**src/logic/asram_pkg.sv**
```systemverilog
// Package for the asynchronous static memory host controller: widths, timing, types.
package asram_pkg;

   // Memory geometry
   localparam int ADDR_W = 19;
   localparam int DATA_W = 8;

   // System clock period in picoseconds (200 MHz)
   localparam int CLK_PERIOD_PS = 5000;

   // Device timing figures in nanoseconds (45 ns grade)
   localparam int READ_CYCLE_NS = 45;
   localparam int ADDR_ACCESS_NS = 45;
   localparam int WRITE_CYCLE_NS = 45;
   localparam int WRITE_STROBE_PULSE_WIDTH_NS = 35;
   localparam int WRITE_STROBE_OUTPUT_RELEASE_DELAY_NS = 15;
   localparam int WRITE_DATA_SETUP_TIME_NS = 20;
   localparam int OUT_RELEASE_NS = 15;

   // Least times rounded up to whole cycles
   localparam int READ_CYC = (READ_CYCLE_NS * 1000 + CLK_PERIOD_PS - 1) / CLK_PERIOD_PS;
   localparam int ACCESS_CYC = (ADDR_ACCESS_NS * 1000 + CLK_PERIOD_PS - 1) / CLK_PERIOD_PS;
   localparam int PULSE_MIN_CYC = (WRITE_STROBE_PULSE_WIDTH_NS * 1000 + CLK_PERIOD_PS - 1) / CLK_PERIOD_PS;
   localparam int RELEASE_CYC = (WRITE_STROBE_OUTPUT_RELEASE_DELAY_NS * 1000 + CLK_PERIOD_PS - 1)
                                / CLK_PERIOD_PS;
   localparam int SETUP_CYC = (WRITE_DATA_SETUP_TIME_NS * 1000 + CLK_PERIOD_PS - 1) / CLK_PERIOD_PS;
   localparam int TURN_CYC = (OUT_RELEASE_NS * 1000 + CLK_PERIOD_PS - 1) / CLK_PERIOD_PS;
   localparam int WCYC_MIN = (WRITE_CYCLE_NS * 1000 + CLK_PERIOD_PS - 1) / CLK_PERIOD_PS;

   // Write strobe low time: release wait then data setup, and at least the pulse width
   localparam int WPULSE_CYC = (RELEASE_CYC + SETUP_CYC > PULSE_MIN_CYC) ?
                               RELEASE_CYC + SETUP_CYC : PULSE_MIN_CYC;

   // Phase counter width and reset values
   localparam int CNT_W = 5;
   localparam logic [CNT_W-1:0] CNT_RST = 5'h00;
   localparam logic [ADDR_W-1:0] ADDR_RST = 19'h00000;
   localparam logic [DATA_W-1:0] DATA_RST = 8'h00;

   // Controller phases
   typedef enum logic [2:0] {
      ASRAM_IDLE,
      ASRAM_READ,
      ASRAM_WRITE,
      ASRAM_WREC,
      ASRAM_TURN
   } asram_state_t;

   // Request from the user side
   typedef struct packed {
      logic write;
      logic [ADDR_W-1:0] addr;
      logic [DATA_W-1:0] wdata;
   } asram_req_t;

   // Strobes and address toward the memory (active low strobes)
   typedef struct packed {
      logic chipSel_n;
      logic outEn_n;
      logic writeEn_n;
      logic [ADDR_W-1:0] wordAddress;
   } asram_pins_t;

endpackage

```
**src/logic/asram_host_ctrl.sv**
```systemverilog
// Host controller that drives a 512K x 8 asynchronous static memory through its pins.
//
// Overview of operation
// RQ1: Memory has 512K byte locations, 19-bit address, 8-bit two-way data bus.
// RQ2: Chip select high puts memory in standby; data lines float.
// RQ3: Chip select and write enable low write the bus data into memory.
// RQ4: Memory keeps its outputs off during a write even with output enable low.
// RQ5: Chip select low, write enable high, output enable low: memory drives data.
// RQ6: Host never drives the data lines while memory is in read mode.
// RQ7: Output enable high during read keeps memory data lines floating.
// RQ8: Write lasts while chip select and write enable both low; first release ends.
// RQ9: Host times data setup and hold against the strobe edge ending the write.
// RQ10: Host keeps address stable and valid during every read or write.
// RQ11: Host presents the address no later than chip select falling.
// RQ12: With output enable low in a write, pulse exceeds release delay plus setup.
// RQ13: Host waits for memory to release the bus before driving write data.
// RQ14: Host applies nothing to the data lines while memory still drives them.
// RQ15: Strobe phases are whole cycles covering cycle, access and pulse minimums.
`timescale 1ns/1ps

module asram_host_ctrl
   import asram_pkg::*;
#(
   parameter int ADDR_BITS = 19,
   parameter int DATA_BITS = 8
) (
   // Clock and reset
   input wire logic sys_clk,
   input wire logic sys_rst,
   // User request side
   input wire logic reqValid,
   input wire asram_pkg::asram_req_t reqData,
   output logic reqReady,
   output logic [asram_pkg::DATA_W-1:0] readData,
   output logic readValid,
   // Memory pins
   output asram_pkg::asram_pins_t memPins,
   input wire logic [asram_pkg::DATA_W-1:0] dataBusIn,
   output logic [asram_pkg::DATA_W-1:0] dataBusOut,
   output logic dataBusOe
);
   import asram_pkg::*;

   // The pin structs carry fixed widths, so other sizes cannot be served
   if (ADDR_BITS != ADDR_W || DATA_BITS != DATA_W) begin : g_bad_width
      $error("asram_host_ctrl: widths must match the memory geometry");
   end
   if (WPULSE_CYC + 1 > 2 ** CNT_W || READ_CYC > 2 ** CNT_W) begin : g_bad_cnt
      $error("asram_host_ctrl: phase counter too narrow");
   end

   asram_state_t state_reg;
   logic [CNT_W-1:0] cnt_reg;
   logic [ADDR_W-1:0] addr_reg;
   logic [DATA_W-1:0] wdata_reg;
   logic outEn_reg;
   logic csN_reg;
   logic weN_reg;

   // Cycle count as a counter value
   function automatic logic [CNT_W-1:0] cyc(input int n);
      cyc = CNT_W'(n - 1);
   endfunction

   // Accept a new request only when the memory is idle
   assign reqReady = (state_reg == ASRAM_IDLE);

   // RQ15 phase sequencing
   // Read holds strobes for a full read cycle; write holds the strobe long enough
   // for the bus release plus data setup, then two recovery cycles, the first for hold.
   always_ff @(posedge sys_clk or posedge sys_rst) begin
      if (sys_rst) begin
         state_reg <= ASRAM_IDLE;
         cnt_reg <= CNT_RST;
      end else begin
         unique case (state_reg)
            ASRAM_IDLE: begin
               if (reqValid) begin
                  state_reg <= reqData.write ? ASRAM_WRITE : ASRAM_READ;
                  cnt_reg <= reqData.write ? cyc(WPULSE_CYC) : cyc(READ_CYC);
               end
            end
            ASRAM_READ: begin
               if (cnt_reg == CNT_RST) begin
                  state_reg <= ASRAM_TURN;
                  cnt_reg <= cyc(TURN_CYC);
               end else begin
                  cnt_reg <= cnt_reg - CNT_W'(1);
               end
            end
            ASRAM_WRITE: begin
               if (cnt_reg == CNT_RST) begin
                  state_reg <= ASRAM_WREC;
                  cnt_reg <= cyc(WCYC_MIN > WPULSE_CYC ? WCYC_MIN - WPULSE_CYC : 1);
               end else begin
                  cnt_reg <= cnt_reg - CNT_W'(1);
               end
            end
            ASRAM_WREC, ASRAM_TURN: begin
               if (cnt_reg == CNT_RST) begin
                  state_reg <= ASRAM_IDLE;
               end else begin
                  cnt_reg <= cnt_reg - CNT_W'(1);
               end
            end
            // Unused codes of the state register fall back to idle
            default: begin
               state_reg <= ASRAM_IDLE;
               cnt_reg <= CNT_RST;
            end
         endcase
      end
   end

   // RQ11 address latch
   // Address and data are captured on acceptance, on the same edge that chip select falls, and held.
   always_ff @(posedge sys_clk or posedge sys_rst) begin
      if (sys_rst) begin
         addr_reg <= ADDR_RST;
         wdata_reg <= DATA_RST;
      end else if (reqValid && reqReady) begin
         addr_reg <= reqData.addr;
         wdata_reg <= reqData.wdata;
      end
   end

   // RQ8 strobe generation
   // Chip select and write enable fall together and write enable rises first;
   // registered so the strobes are glitch free.
   always_ff @(posedge sys_clk or posedge sys_rst) begin
      if (sys_rst) begin
         csN_reg <= 1'b1;
         weN_reg <= 1'b1;
         outEn_reg <= 1'b0;
      end else begin
         csN_reg <= !((state_reg == ASRAM_IDLE && reqValid) ||
                      (state_reg == ASRAM_READ && cnt_reg != CNT_RST) ||
                      (state_reg == ASRAM_WRITE) ||
                      (state_reg == ASRAM_WREC && cnt_reg != CNT_RST));
         // RQ12 write pulse length
         // Low for the whole write phase: release wait plus setup, never below the pulse width.
         weN_reg <= !((state_reg == ASRAM_IDLE && reqValid && reqData.write) ||
                      (state_reg == ASRAM_WRITE && cnt_reg != CNT_RST));
         // RQ13 bus release wait
         // RQ9 setup and hold
         // Data goes out once only the setup cycles remain, which is after the release delay,
         // and stays one cycle past the rising write enable. A zero hold would let the data
         // change in the same instant as the strobe, which a level-sensitive memory may
         // catch on the wrong side.
         outEn_reg <= (state_reg == ASRAM_WRITE) && (cnt_reg <= CNT_W'(SETUP_CYC));
      end
   end

   // RQ10 pins out
   // Address comes from a register loaded only at acceptance, so it cannot glitch mid-cycle.
   assign memPins.chipSel_n = csN_reg;
   assign memPins.writeEn_n = weN_reg;
   // RQ14 memory quiet first
   // Output enable stays high during writes so the memory never fights the host; the
   // trade is that a write cannot overlap the tail of a preceding read.
   assign memPins.outEn_n = !(state_reg == ASRAM_READ);
   assign memPins.wordAddress = addr_reg;
   // RQ6 host quiet in read
   assign dataBusOe = outEn_reg;
   assign dataBusOut = wdata_reg;

   // RQ5 read capture
   // Sampled on the last read cycle, after the access time has elapsed.
   always_ff @(posedge sys_clk or posedge sys_rst) begin
      if (sys_rst) begin
         readData <= DATA_RST;
         readValid <= 1'b0;
      end else begin
         readValid <= (state_reg == ASRAM_READ && cnt_reg == CNT_RST);
         if (state_reg == ASRAM_READ && cnt_reg == CNT_RST) begin
            readData <= dataBusIn;
         end
      end
   end

   // RQ6 no drive while reading
   host_quiet_a: assert property (@(posedge sys_clk) disable iff (sys_rst) // RQ6
      !memPins.outEn_n |-> !dataBusOe)
      else $error("host drives bus during read");

   // RQ2 standby idle
   standby_quiet_a: assert property (@(posedge sys_clk) disable iff (sys_rst) // RQ2
      memPins.chipSel_n |-> memPins.writeEn_n && !dataBusOe)
      else $error("strobe or drive while deselected");

   // RQ9 data held to write end
   data_hold_a: assert property (@(posedge sys_clk) disable iff (sys_rst) // RQ9
      $rose(memPins.writeEn_n) |-> dataBusOe && $past(dataBusOe, 4) && $stable(dataBusOut))
      else $error("write data not set up or held at write end");

   // RQ10 address stable
   addr_stable_a: assert property (@(posedge sys_clk) disable iff (sys_rst) // RQ10
      !$past(memPins.chipSel_n) && !memPins.chipSel_n |-> $stable(memPins.wordAddress))
      else $error("address moved while selected");

   // RQ12 pulse width
   pulse_width_a: assert property (@(posedge sys_clk) disable iff (sys_rst) // RQ12
      $fell(memPins.writeEn_n) |-> !memPins.writeEn_n [*7])
      else $error("write pulse too short");

   // RQ13 release wait
   release_wait_a: assert property (@(posedge sys_clk) disable iff (sys_rst) // RQ13
      $fell(memPins.writeEn_n) |-> !dataBusOe [*3])
      else $error("data driven before bus release");

   // RQ8 write end order
   write_end_a: assert property (@(posedge sys_clk) disable iff (sys_rst) // RQ8
      $rose(memPins.writeEn_n) |-> !memPins.chipSel_n && dataBusOe)
      else $error("write not ended by write enable");

   // RQ15 read length
   read_len_a: assert property (@(posedge sys_clk) disable iff (sys_rst) // RQ15
      $fell(memPins.outEn_n) |-> !memPins.outEn_n [*8] ##1 !memPins.outEn_n ##1 readValid)
      else $error("read phase length wrong");

   // RQ11 address before select
   addr_first_a: assert property (@(posedge sys_clk) disable iff (sys_rst) // RQ11
      $fell(memPins.chipSel_n) |-> memPins.wordAddress == $past(reqData.addr))
      else $error("address not valid at select");

endmodule

```
**config.mk**
```make
export PLATFORM = sky130hd
export DESIGN_NAME = asram_host_ctrl
export DESIGN_NICKNAME = d
export VERILOG_FILES = /design/src/logic/asram_pkg.sv /design/src/logic/asram_host_ctrl.sv
export SDC_FILE = /design/constraint.sdc
export NUM_CORES = 1
export LEC_CHECK = 0
export BUFFER_PORTS_ARGS = -buffer_cell sky130_fd_sc_hd__buf_2
export CAP_MARGIN = 15
export CELL_PAD_IN_SITES_DETAIL_PLACEMENT = 1
export CELL_PAD_IN_SITES_GLOBAL_PLACEMENT = 1
export CORE_MARGIN = 4
export CORE_UTILIZATION = 34
export DETAILED_ROUTE_END_ITERATION = 10
export PLACE_DENSITY = 0.82
export SYNTH_ARGS = -nofsm -noshare
export SYNTH_HDL_FRONTEND = slang
export SYNTH_SLANG_ARGS = --single-unit
```
**constraint.sdc**
```tcl
create_clock -name sys_clk -period 1.85 [get_ports sys_clk]
set_input_delay 0.37 -clock sys_clk [delete_from_list [all_inputs] [get_ports sys_clk]]
set_output_delay 0.37 -clock sys_clk [all_outputs]
set_load 0.01 [all_outputs]
```
-- Word level (Yosys, flattened, before mapping)
Cells that the tools add are included.
- register bits after elaboration: 47
- input bits: 39
- output and inout port bits: 41
- word-level logic and storage cells: 52
- $add $sub $neg: 1
- $lt $le $gt $ge: 1
- eq/ne operators: 9
- multiplexer cells: 12
- reductions and logical operators: 20
- operator list (cell ; count):
    two-way mux 5 bit ; 4
    case mux 5 bit (4 select lines) ; 1
    two-way mux 3 bit ; 4
    case mux 3 bit (4 select lines) ; 1
    inequality test 2 bit (second input constant) ; 5
    logical AND 1 bit ; 7
    equality test 3 x 2 -> 1 bit (second input constant) ; 2
    less-or-equal comparator 5 x 3 -> 1 bit (second input constant) ; 1
    logical NOT 5 bit ; 1
    nonzero test 5 bit ; 1
    subtractor 5 x 1 -> 5 bit (second input constant) ; 1
    logical OR 1 bit ; 4
    two-way mux 4 bit ; 1
    AND reduction 4 bit ; 1
    equality test 3 x 1 -> 1 bit (second input constant) ; 1
    equality test 3 bit (second input constant) ; 1
    logical NOT 1 bit ; 3
    logical NOT 3 bit ; 1
    two-way mux 2 bit ; 1
    AND reduction 2 bit ; 1
    OR reduction 2 bit ; 1

-- Depth between registers and ports, before layout
Gate-level depths: netlist (run 1).
- word-level depth: 6
- depth in mapped cells: 7

-- Worst setup path before layout (run 1)
OpenSTA, ideal clock, no wires.
- path kind: flip-flop to flip-flop
- from: register cnt_reg[0]
- to: register cnt_reg[1]
- library setup time: 0.121 ns
- data arrival time: 1.654 ns
- data required time: 1.729 ns
- slack: 0.076 ns
- stages on the path, launching flop included: 7
- buffers on the path: 0
- cell sequence: dfrtp_1 inv_1 ha_1 or4b_4 a32oi_1 o211ai_1 a22o_1
- cells in the longest elaborated chain, start to end: 3
- elaborated cells between the ends (all ways): 8
- ends and longest elaborated chain (element ; RTL line ; source):
    start: declaration ; asram_host_ctrl.sv:53 ; logic [CNT_W-1:0] cnt_reg;
    start signal: assignment ; asram_host_ctrl.sv:80 ; cnt_reg <= reqData.write ? cyc(WPULSE_CYC) : cyc(READ_CYC);
    start signal: assignment ; asram_host_ctrl.sv:86 ; cnt_reg <= cyc(TURN_CYC);
    start signal: assignment ; asram_host_ctrl.sv:88 ; cnt_reg <= cnt_reg - CNT_W'(1);
    subtractor 5 x 1 -> 5 bit / logical NOT 5 bit (equally long branches) ; - ;
    two-way mux 5 bit, or another cell as far along ; asram_host_ctrl.sv:100 ; if (cnt_reg == CNT_RST) begin
    case mux 5 bit (4 select lines) / AND reduction 2 bit (equally long branches) ; - ;
Parallel ways exist; a longest one is shown, timed or not. The select of a mux whose other input is x is not followed.
A chain may end at the register's enable or synchronous reset.

==> flow_metrics.env, run 1 <==
export IMPL_grt_pass1_wl_mm=8.13
export IMPL_grt_ovfl_total=0
export IMPL_min_period_over_period_pct=95.6
export IMPL_regArea_mm2=0.00118
export IMPL_pwr_share_seq_pct=38.8
export IMPL_power_density_mw_per_mm2=1610
export IMPL_ff2ff_setup_slack_ps=100
export IMPL_via_per_inst=4.82
export IMPL_synth_most_common_cell="dfrtp_1"
export IMPL_cp_start_kind="flip-flop"
export IMPL_ys_ff_latch=47
export IMPL_antenna_found_initial=0
export IMPL_multi_input_area_um2=921
export IMPL_area_growth_pct=32.2
export IMPL_timing_final_ws_setup_ps=81.6
export IMPL_start_util_pct=35.9
export IMPL_grt_use_total_pct=13.1
export IMPL_finalWirelength_mm=5.19
export IMPL_detail_route_first_pass_iterations=4
export IMPL_drt_iter0_drc=29
export IMPL_netlist_area_leader_share_pct=51.4
export IMPL_fp_dieW_um=88.3
export IMPL_clk_latency_ps=290
export IMPL_htreeDepth=2
export IMPL_peakVddDrop_uv=604
export IMPL_tritoncts="done"
export IMPL_worstMarginPinSlew_ps=379
export IMPL_min_period_ps=1770
export IMPL_place_hpwl_mm=3.99
export IMPL_clock_path_buffers=2
export IMPL_ys_top_cells_by_count="dfrtp_1 (45), mux2_2 (35), nand2_1 (10), nand3_1 (7), nor2_1 (7)"
export IMPL_hold_viol_final=0
export IMPL_synth_edff_count=0
export IMPL_rows=28
export IMPL_grt_max_degree=28
export IMPL_p_leak_nw=1.38
export IMPL_n_antenna_cell=0
export IMPL_r2r_end="cnt_reg[1]"
export IMPL_clk_pin_slew_ps=90
export IMPL_worstPathCellList="nor2b_1 -> buf_4 -> nand2b_1 -> buf_2"
export IMPL_cts_root_buf="clkbuf_8"
export IMPL_p_clk_share_pct=14.5
export IMPL_power_switching_mw=1.64
export IMPL_yosys_most_used_dff="dfrtp_1"
export IMPL_grt_pass1_vias=1777
export IMPL_critical_path_class="flip-flop to output port"
export IMPL_synth_async_reset_ratio_pct=100
export IMPL_cts_sinks=47
export IMPL_arrival_ps=1400
export IMPL_required_ps=1480
export IMPL_cts_buffers=5
export IMPL_place_gp_congestion=0.844
export IMPL_dieArea_mm2=0.00779
export IMPL_slew_headroom_pct=74.7
export IMPL_syn_nets=218
export IMPL_switching_share_pct=35.2
export IMPL_cp_end_kind="output port"
export IMPL_netlist_instances=177
export IMPL_avgRoutedWirePerCell_um=15.0
export IMPL_place_ws_ps=26.7
export IMPL_r2r_start="cnt_reg[0]"
export IMPL_setup_tns_ps=0
export IMPL_crit_fanout=8
export IMPL_nFillCells=700
export IMPL_outcome="complete, no violations"
export IMPL_p_int_mw=3.02
export IMPL_largest_reg_flops=19
export IMPL_avgSynthCellArea_um2=12.4
export IMPL_slowest_delay_ps=500
export IMPL_yosys_top_cells_area="dfrtp_1 (51%), mux2_2 (18%), dfstp_2 (2.4%), nand2_1 (1.7%), o211ai_1 (1.7%)"
export IMPL_io_buffers=79
export IMPL_vias=1668
export IMPL_ys_warn_count=0
export IMPL_top_level_ports=80
export IMPL_fin_skew_ps=6.63
export IMPL_ant_nets=0
export IMPL_yosysTopAreaCell="dfrtp_1"
export IMPL_crit_family="flip-flops"
export IMPL_synth_distinct_cells=39
export IMPL_reg2reg_depth=6
export IMPL_finalSetupViolCount=0
export IMPL_drv_cap=0
export IMPL_fin_nets=311
export IMPL_synthesis_area_mm2=0.00219
export IMPL_drc_errors=0
export IMPL_drive_above_1_share_pct=58.7
export IMPL_die_y_um=88.3
export IMPL_critPathSlowestCell="dfrtp_1"
export IMPL_drv_slew=0
export IMPL_yosysSeqAreaShare_pct=53.8
export IMPL_cp_num_buf_inv=2
export IMPL_worstHoldPathType="primary input to asynchronous set/reset pin"
export IMPL_pwr_share_comb_pct=46.7
export IMPL_fmax_ghz=0.565
export IMPL_core_mm2=0.00610
layer usage:
metal	share of wire, %	GRT usage (%)	up-vias
li1	-	-	805
met1	41	16.0	807
met5	0	0	-
met4	0.81	2.47	0
met2	51	23.7	52
met3	7.1	3.17	4
through the flow:
stage	instance area (um2)	power [mW]	hold slack [ps]	util [%]	std cells
6_report	2890	4.66	38.7	47.5	346
5_1_grt	2890	5.02	56.8	47.5	346
4_1_cts	2830	4.58	44.9	46.3	341
3_5_place_dp	2720	3.89	377	44.6	333
3_3_place_gp	2720	3.80	371	44.6	333
2_1_floorplan	2190	3.08	497	-	177
area by class of cell:
class / count / area share, %
Inverter: 6 / 0.778
Clock buffer: 7 / 3.33
Sequential cell: 47 / 40.8
Clock inverter: 1 / 0.259
Tap cell: 75 / 3.24
Multi-Input combinational cell: 109 / 31.8
Timing Repair Buffer: 101 / 19.8
cells in the final DEF (no fill, tap or decap), types with 2 or more instances in the layout:
cell       n
buf_2     79
dfrtp_1   44
mux2_2    35
buf_4     21
nand2_1   10
nand3_1    7
nor2_1     7
clkbuf_8   7
o21ai_0    5
o211ai_1   5
nand3b_1   4
a21oi_1    4
inv_1      3
inv_2      3
or3_1      2
nand2b_1   2
xnor2_1    2
a21o_1     2
nor3_1     2
mux2i_1    2
dfstp_2    2
how the worst max path moves through the flow:
stage	cells after the start	to	slack, ps	startpoint
floorplan	6	cnt_reg[1]	80	cnt_reg[0]
global placement	6	cnt_reg[1]	100	cnt_reg[0]
detailed placement	7	cnt_reg[1]	30	cnt_reg[1]
CTS	7	cnt_reg[1]	20	cnt_reg[1]
global route	4	memPins[20]	-20	state_reg[2]
finish	4	memPins[20]	80	state_reg[2]
power by group through the flow:
stage               sequential [mW]  clock (mW)  combinational [mW]
floorplan                      1.96           0                1.12
global placement               1.81           0                1.99
detailed placement             1.84           0                2.06
CTS                            1.81       0.702                2.07
global route                   1.88       0.748                2.39
finish                         1.81       0.674                2.17
kinds of logic after synthesis:
family | count (synthesis) | synth area share (%)
AO/OA/AOI/OAI | 23 | 7.20
multiplexers | 37 | 18.9
AND/OR/NAND/NOR | 44 | 12.2
adder cells (fa/ha/maj) | 2 | 1.14
XOR/XNOR | 3 | 1.20
flip-flops | 47 | 53.8
buffers and inverters | 21 | 5.49
what timing repair did:
item | CTS | global route
buffers inserted | 0 | 5
setup endpoints to repair | 0 | 10
hold buffers | 0 | 0
resized for setup | 0 | 9
No activity file was read; power rests on OpenSTA's default activity.
==> run 2, diff against run 1 <==
CORE_UTILIZATION = 41   (was 34)
PLACE_DENSITY = 0.92   (was 0.82)
clock period = 2.15 ns   (was 1.85 ns; I/O delays follow)
==> run 2 against run 1 <==
Effect of this change:
- register-to-register slack is essentially flat
- routed wire length grew 6.1%
- global-route usage grew 3.3 points
- die area shrank 16%
- first-iteration DRC count shrank 10%
==> flow_metrics.env, run 2 (synthesized netlist as in run 1, its figures left out) <==
export IMPL_met3_length_um=464
export IMPL_p_leak_nw=1.31
export IMPL_clk_latency_ps=300
export IMPL_worstPathCellList="inv_1 -> ha_1 -> nor4b_2 -> buf_4 -> o21ai_0 -> and4_1 -> a22o_1"
export IMPL_ff2ff_setup_slack_ps=100
export IMPL_place_ws_ps=115
export IMPL_fmax_ghz=0.489
export IMPL_post_cts_hold_buffer_count=0
export IMPL_outcome="complete, no violations"
export IMPL_arrival_ps=2240
export IMPL_drv_cap=0
export IMPL_clk_pin_slew_ps=90
export IMPL_htreeDepth=2
export IMPL_cp_startpoint="cnt_reg[0]"
export IMPL_critPathSlowestCell="dfrtp_1"
export IMPL_crit_family="simple AND/OR/NAND/NOR gates"
export IMPL_place_gp_congestion=0.871
export IMPL_critPathCapture="cnt_reg[1]"
export IMPL_cts_buffers=5
export IMPL_place_hpwl_mm=4.26
export IMPL_drt_iter0_drc=26
export IMPL_min_period_over_period_pct=95.1
export IMPL_multi_input_area_um2=891
export IMPL_tritoncts="done"
export IMPL_cts_root_buf="clkbuf_8"
export IMPL_fin_skew_ps=7.49
export IMPL_slowest_delay_ps=440
export IMPL_fin_nets=296
export IMPL_met1Wirelength_mm=2.29
export IMPL_cp_num_buf_inv=2
export IMPL_critical_path_class="flip-flop to flip-flop"
export IMPL_largest_reg_flops=19
export IMPL_core_mm2=0.00514
export IMPL_fin_area_mm2=0.00276
export IMPL_rows=26
export IMPL_clock_path_buffers=2
export IMPL_nFillCells=573
export IMPL_drv_slew=0
export IMPL_finalWirelength_mm=5.51
export IMPL_drc_errors=0
export IMPL_crit_cells=7
export IMPL_drive_above_1_share_pct=53.1
export IMPL_io_buffers=79
export IMPL_cp_start_kind="flip-flop"
export IMPL_peakVddDrop_uv=501
export IMPL_die_y_um=81.1
export IMPL_top_level_ports=80
export IMPL_mostFrequentLayoutCells="buf_2 (79), dfrtp_1 (45), mux2_2 (35)"
export IMPL_worstMarginPinSlew_ps=531
export IMPL_grt_pass1_wl_mm=8.29
export IMPL_start_util_pct=42.6
export IMPL_layout_commonest_cell="buf_2"
export IMPL_cts_sinks=47
export IMPL_r2r_start="cnt_reg[0]"
export IMPL_grt_max_degree=28
export IMPL_antenna_found_initial=0
export IMPL_crit_fanout=11
export IMPL_cp_end_kind="flip-flop"
export IMPL_vias=1666
export IMPL_via_per_inst=5.11
export IMPL_worst_hold_slack_ps=146
export IMPL_power_density_mw_per_mm2=1420
export IMPL_grt_pass1_vias=1673
export IMPL_regArea_mm2=0.00118
export IMPL_placed_area_mm2=0.00263
export IMPL_slew_headroom_pct=64.5
export IMPL_worstHoldPathType="primary input to asynchronous set/reset pin"
export IMPL_required_ps=2340
export IMPL_reg2reg_depth=7
export IMPL_timing_final_ws_setup_ps=104
export IMPL_dr_wl_met2_mm=2.71
export IMPL_hold_viol_final=0
export IMPL_area_growth_pct=25.8
export IMPL_n_antenna_cell=0
export IMPL_top_layer="met4"
export IMPL_grt_ovfl_total=0
export IMPL_avgRoutedWirePerCell_um=16.9
export IMPL_finalSetupViolCount=0
export IMPL_min_period_ps=2050
export IMPL_detail_route_first_pass_iterations=4
export IMPL_ant_nets=0
export IMPL_fp_dieW_um=81.1
export IMPL_r2r_end="cnt_reg[1]"
export IMPL_dieArea_mm2=0.00657
export IMPL_totalPowerFinal_mw=3.91
export IMPL_grt_use_total_pct=16.4
-- run 2: changes by cell type in the layout (fill, tap and decap cells not counted), moves of 2 or more --
cell	before	now
ha_1	0	2
clkbuf_8	7	5
inv_2	3	1
buf_4	21	6
inv_1	3	5
-- run 2: worst min-delay path by stage --
| stage | from | end |
|---|---|---|
| 2_1_floorplan | cnt_reg[1] | cnt_reg[1] |
| 3_3_place_gp | sys_rst | addr_reg[11] |
| 3_5_place_dp | dataBusOut[6] | dataBusOut[6] |
| 4_1_cts | sys_rst | addr_reg[11] |
| 5_1_grt | sys_rst | addr_reg[11] |
| 6_report | sys_rst | addr_reg[11] |
-- run 2: layout make-up --
| cell class | instances | area share [%] |
|---|---|---|
| clock inverter | 3 | 1.68 |
| clock buffer | 5 | 2.50 |
| sequential | 47 | 42.8 |
| tap | 70 | 3.18 |
| inverter | 6 | 0.817 |
| multi-input combinational | 109 | 32.3 |
| timing repair buffer | 86 | 16.7 |
-- run 2: report_power, final --
group	leakage, nW	switching [mW]	internal (mW)	total, mW
Combinational	0.701	0.836	0.828	1.66
Clock	0.0548	0.309	0.350	0.659
Sequential	0.558	0.283	1.31	1.59
-- run 2: stage by stage --
step | setup TNS, ps | util, % | cells
floorplan | 0 | - | 177
detailed placement | 0 | 51.2 | 317
CTS | 0 | 53.5 | 325
global placement | 0 | 51.2 | 317
finish | 0 | 53.6 | 326
global route | -25.2 | 53.6 | 326
-- run 2: timing repair --
item,4_1_cts,5_1_grt
gates resized for setup,0,0
endpoints found under the setup margin,0,9
buffers inserted,0,1
-- run 2: metal layers --
metal / global-route usage, % / vias to the layer above
met5: 0 / -
met4: 3.89 / 0
met3: 4.55 / 5
met2: 29.2 / 66
met1: 19.5 / 818
li1: - / 777
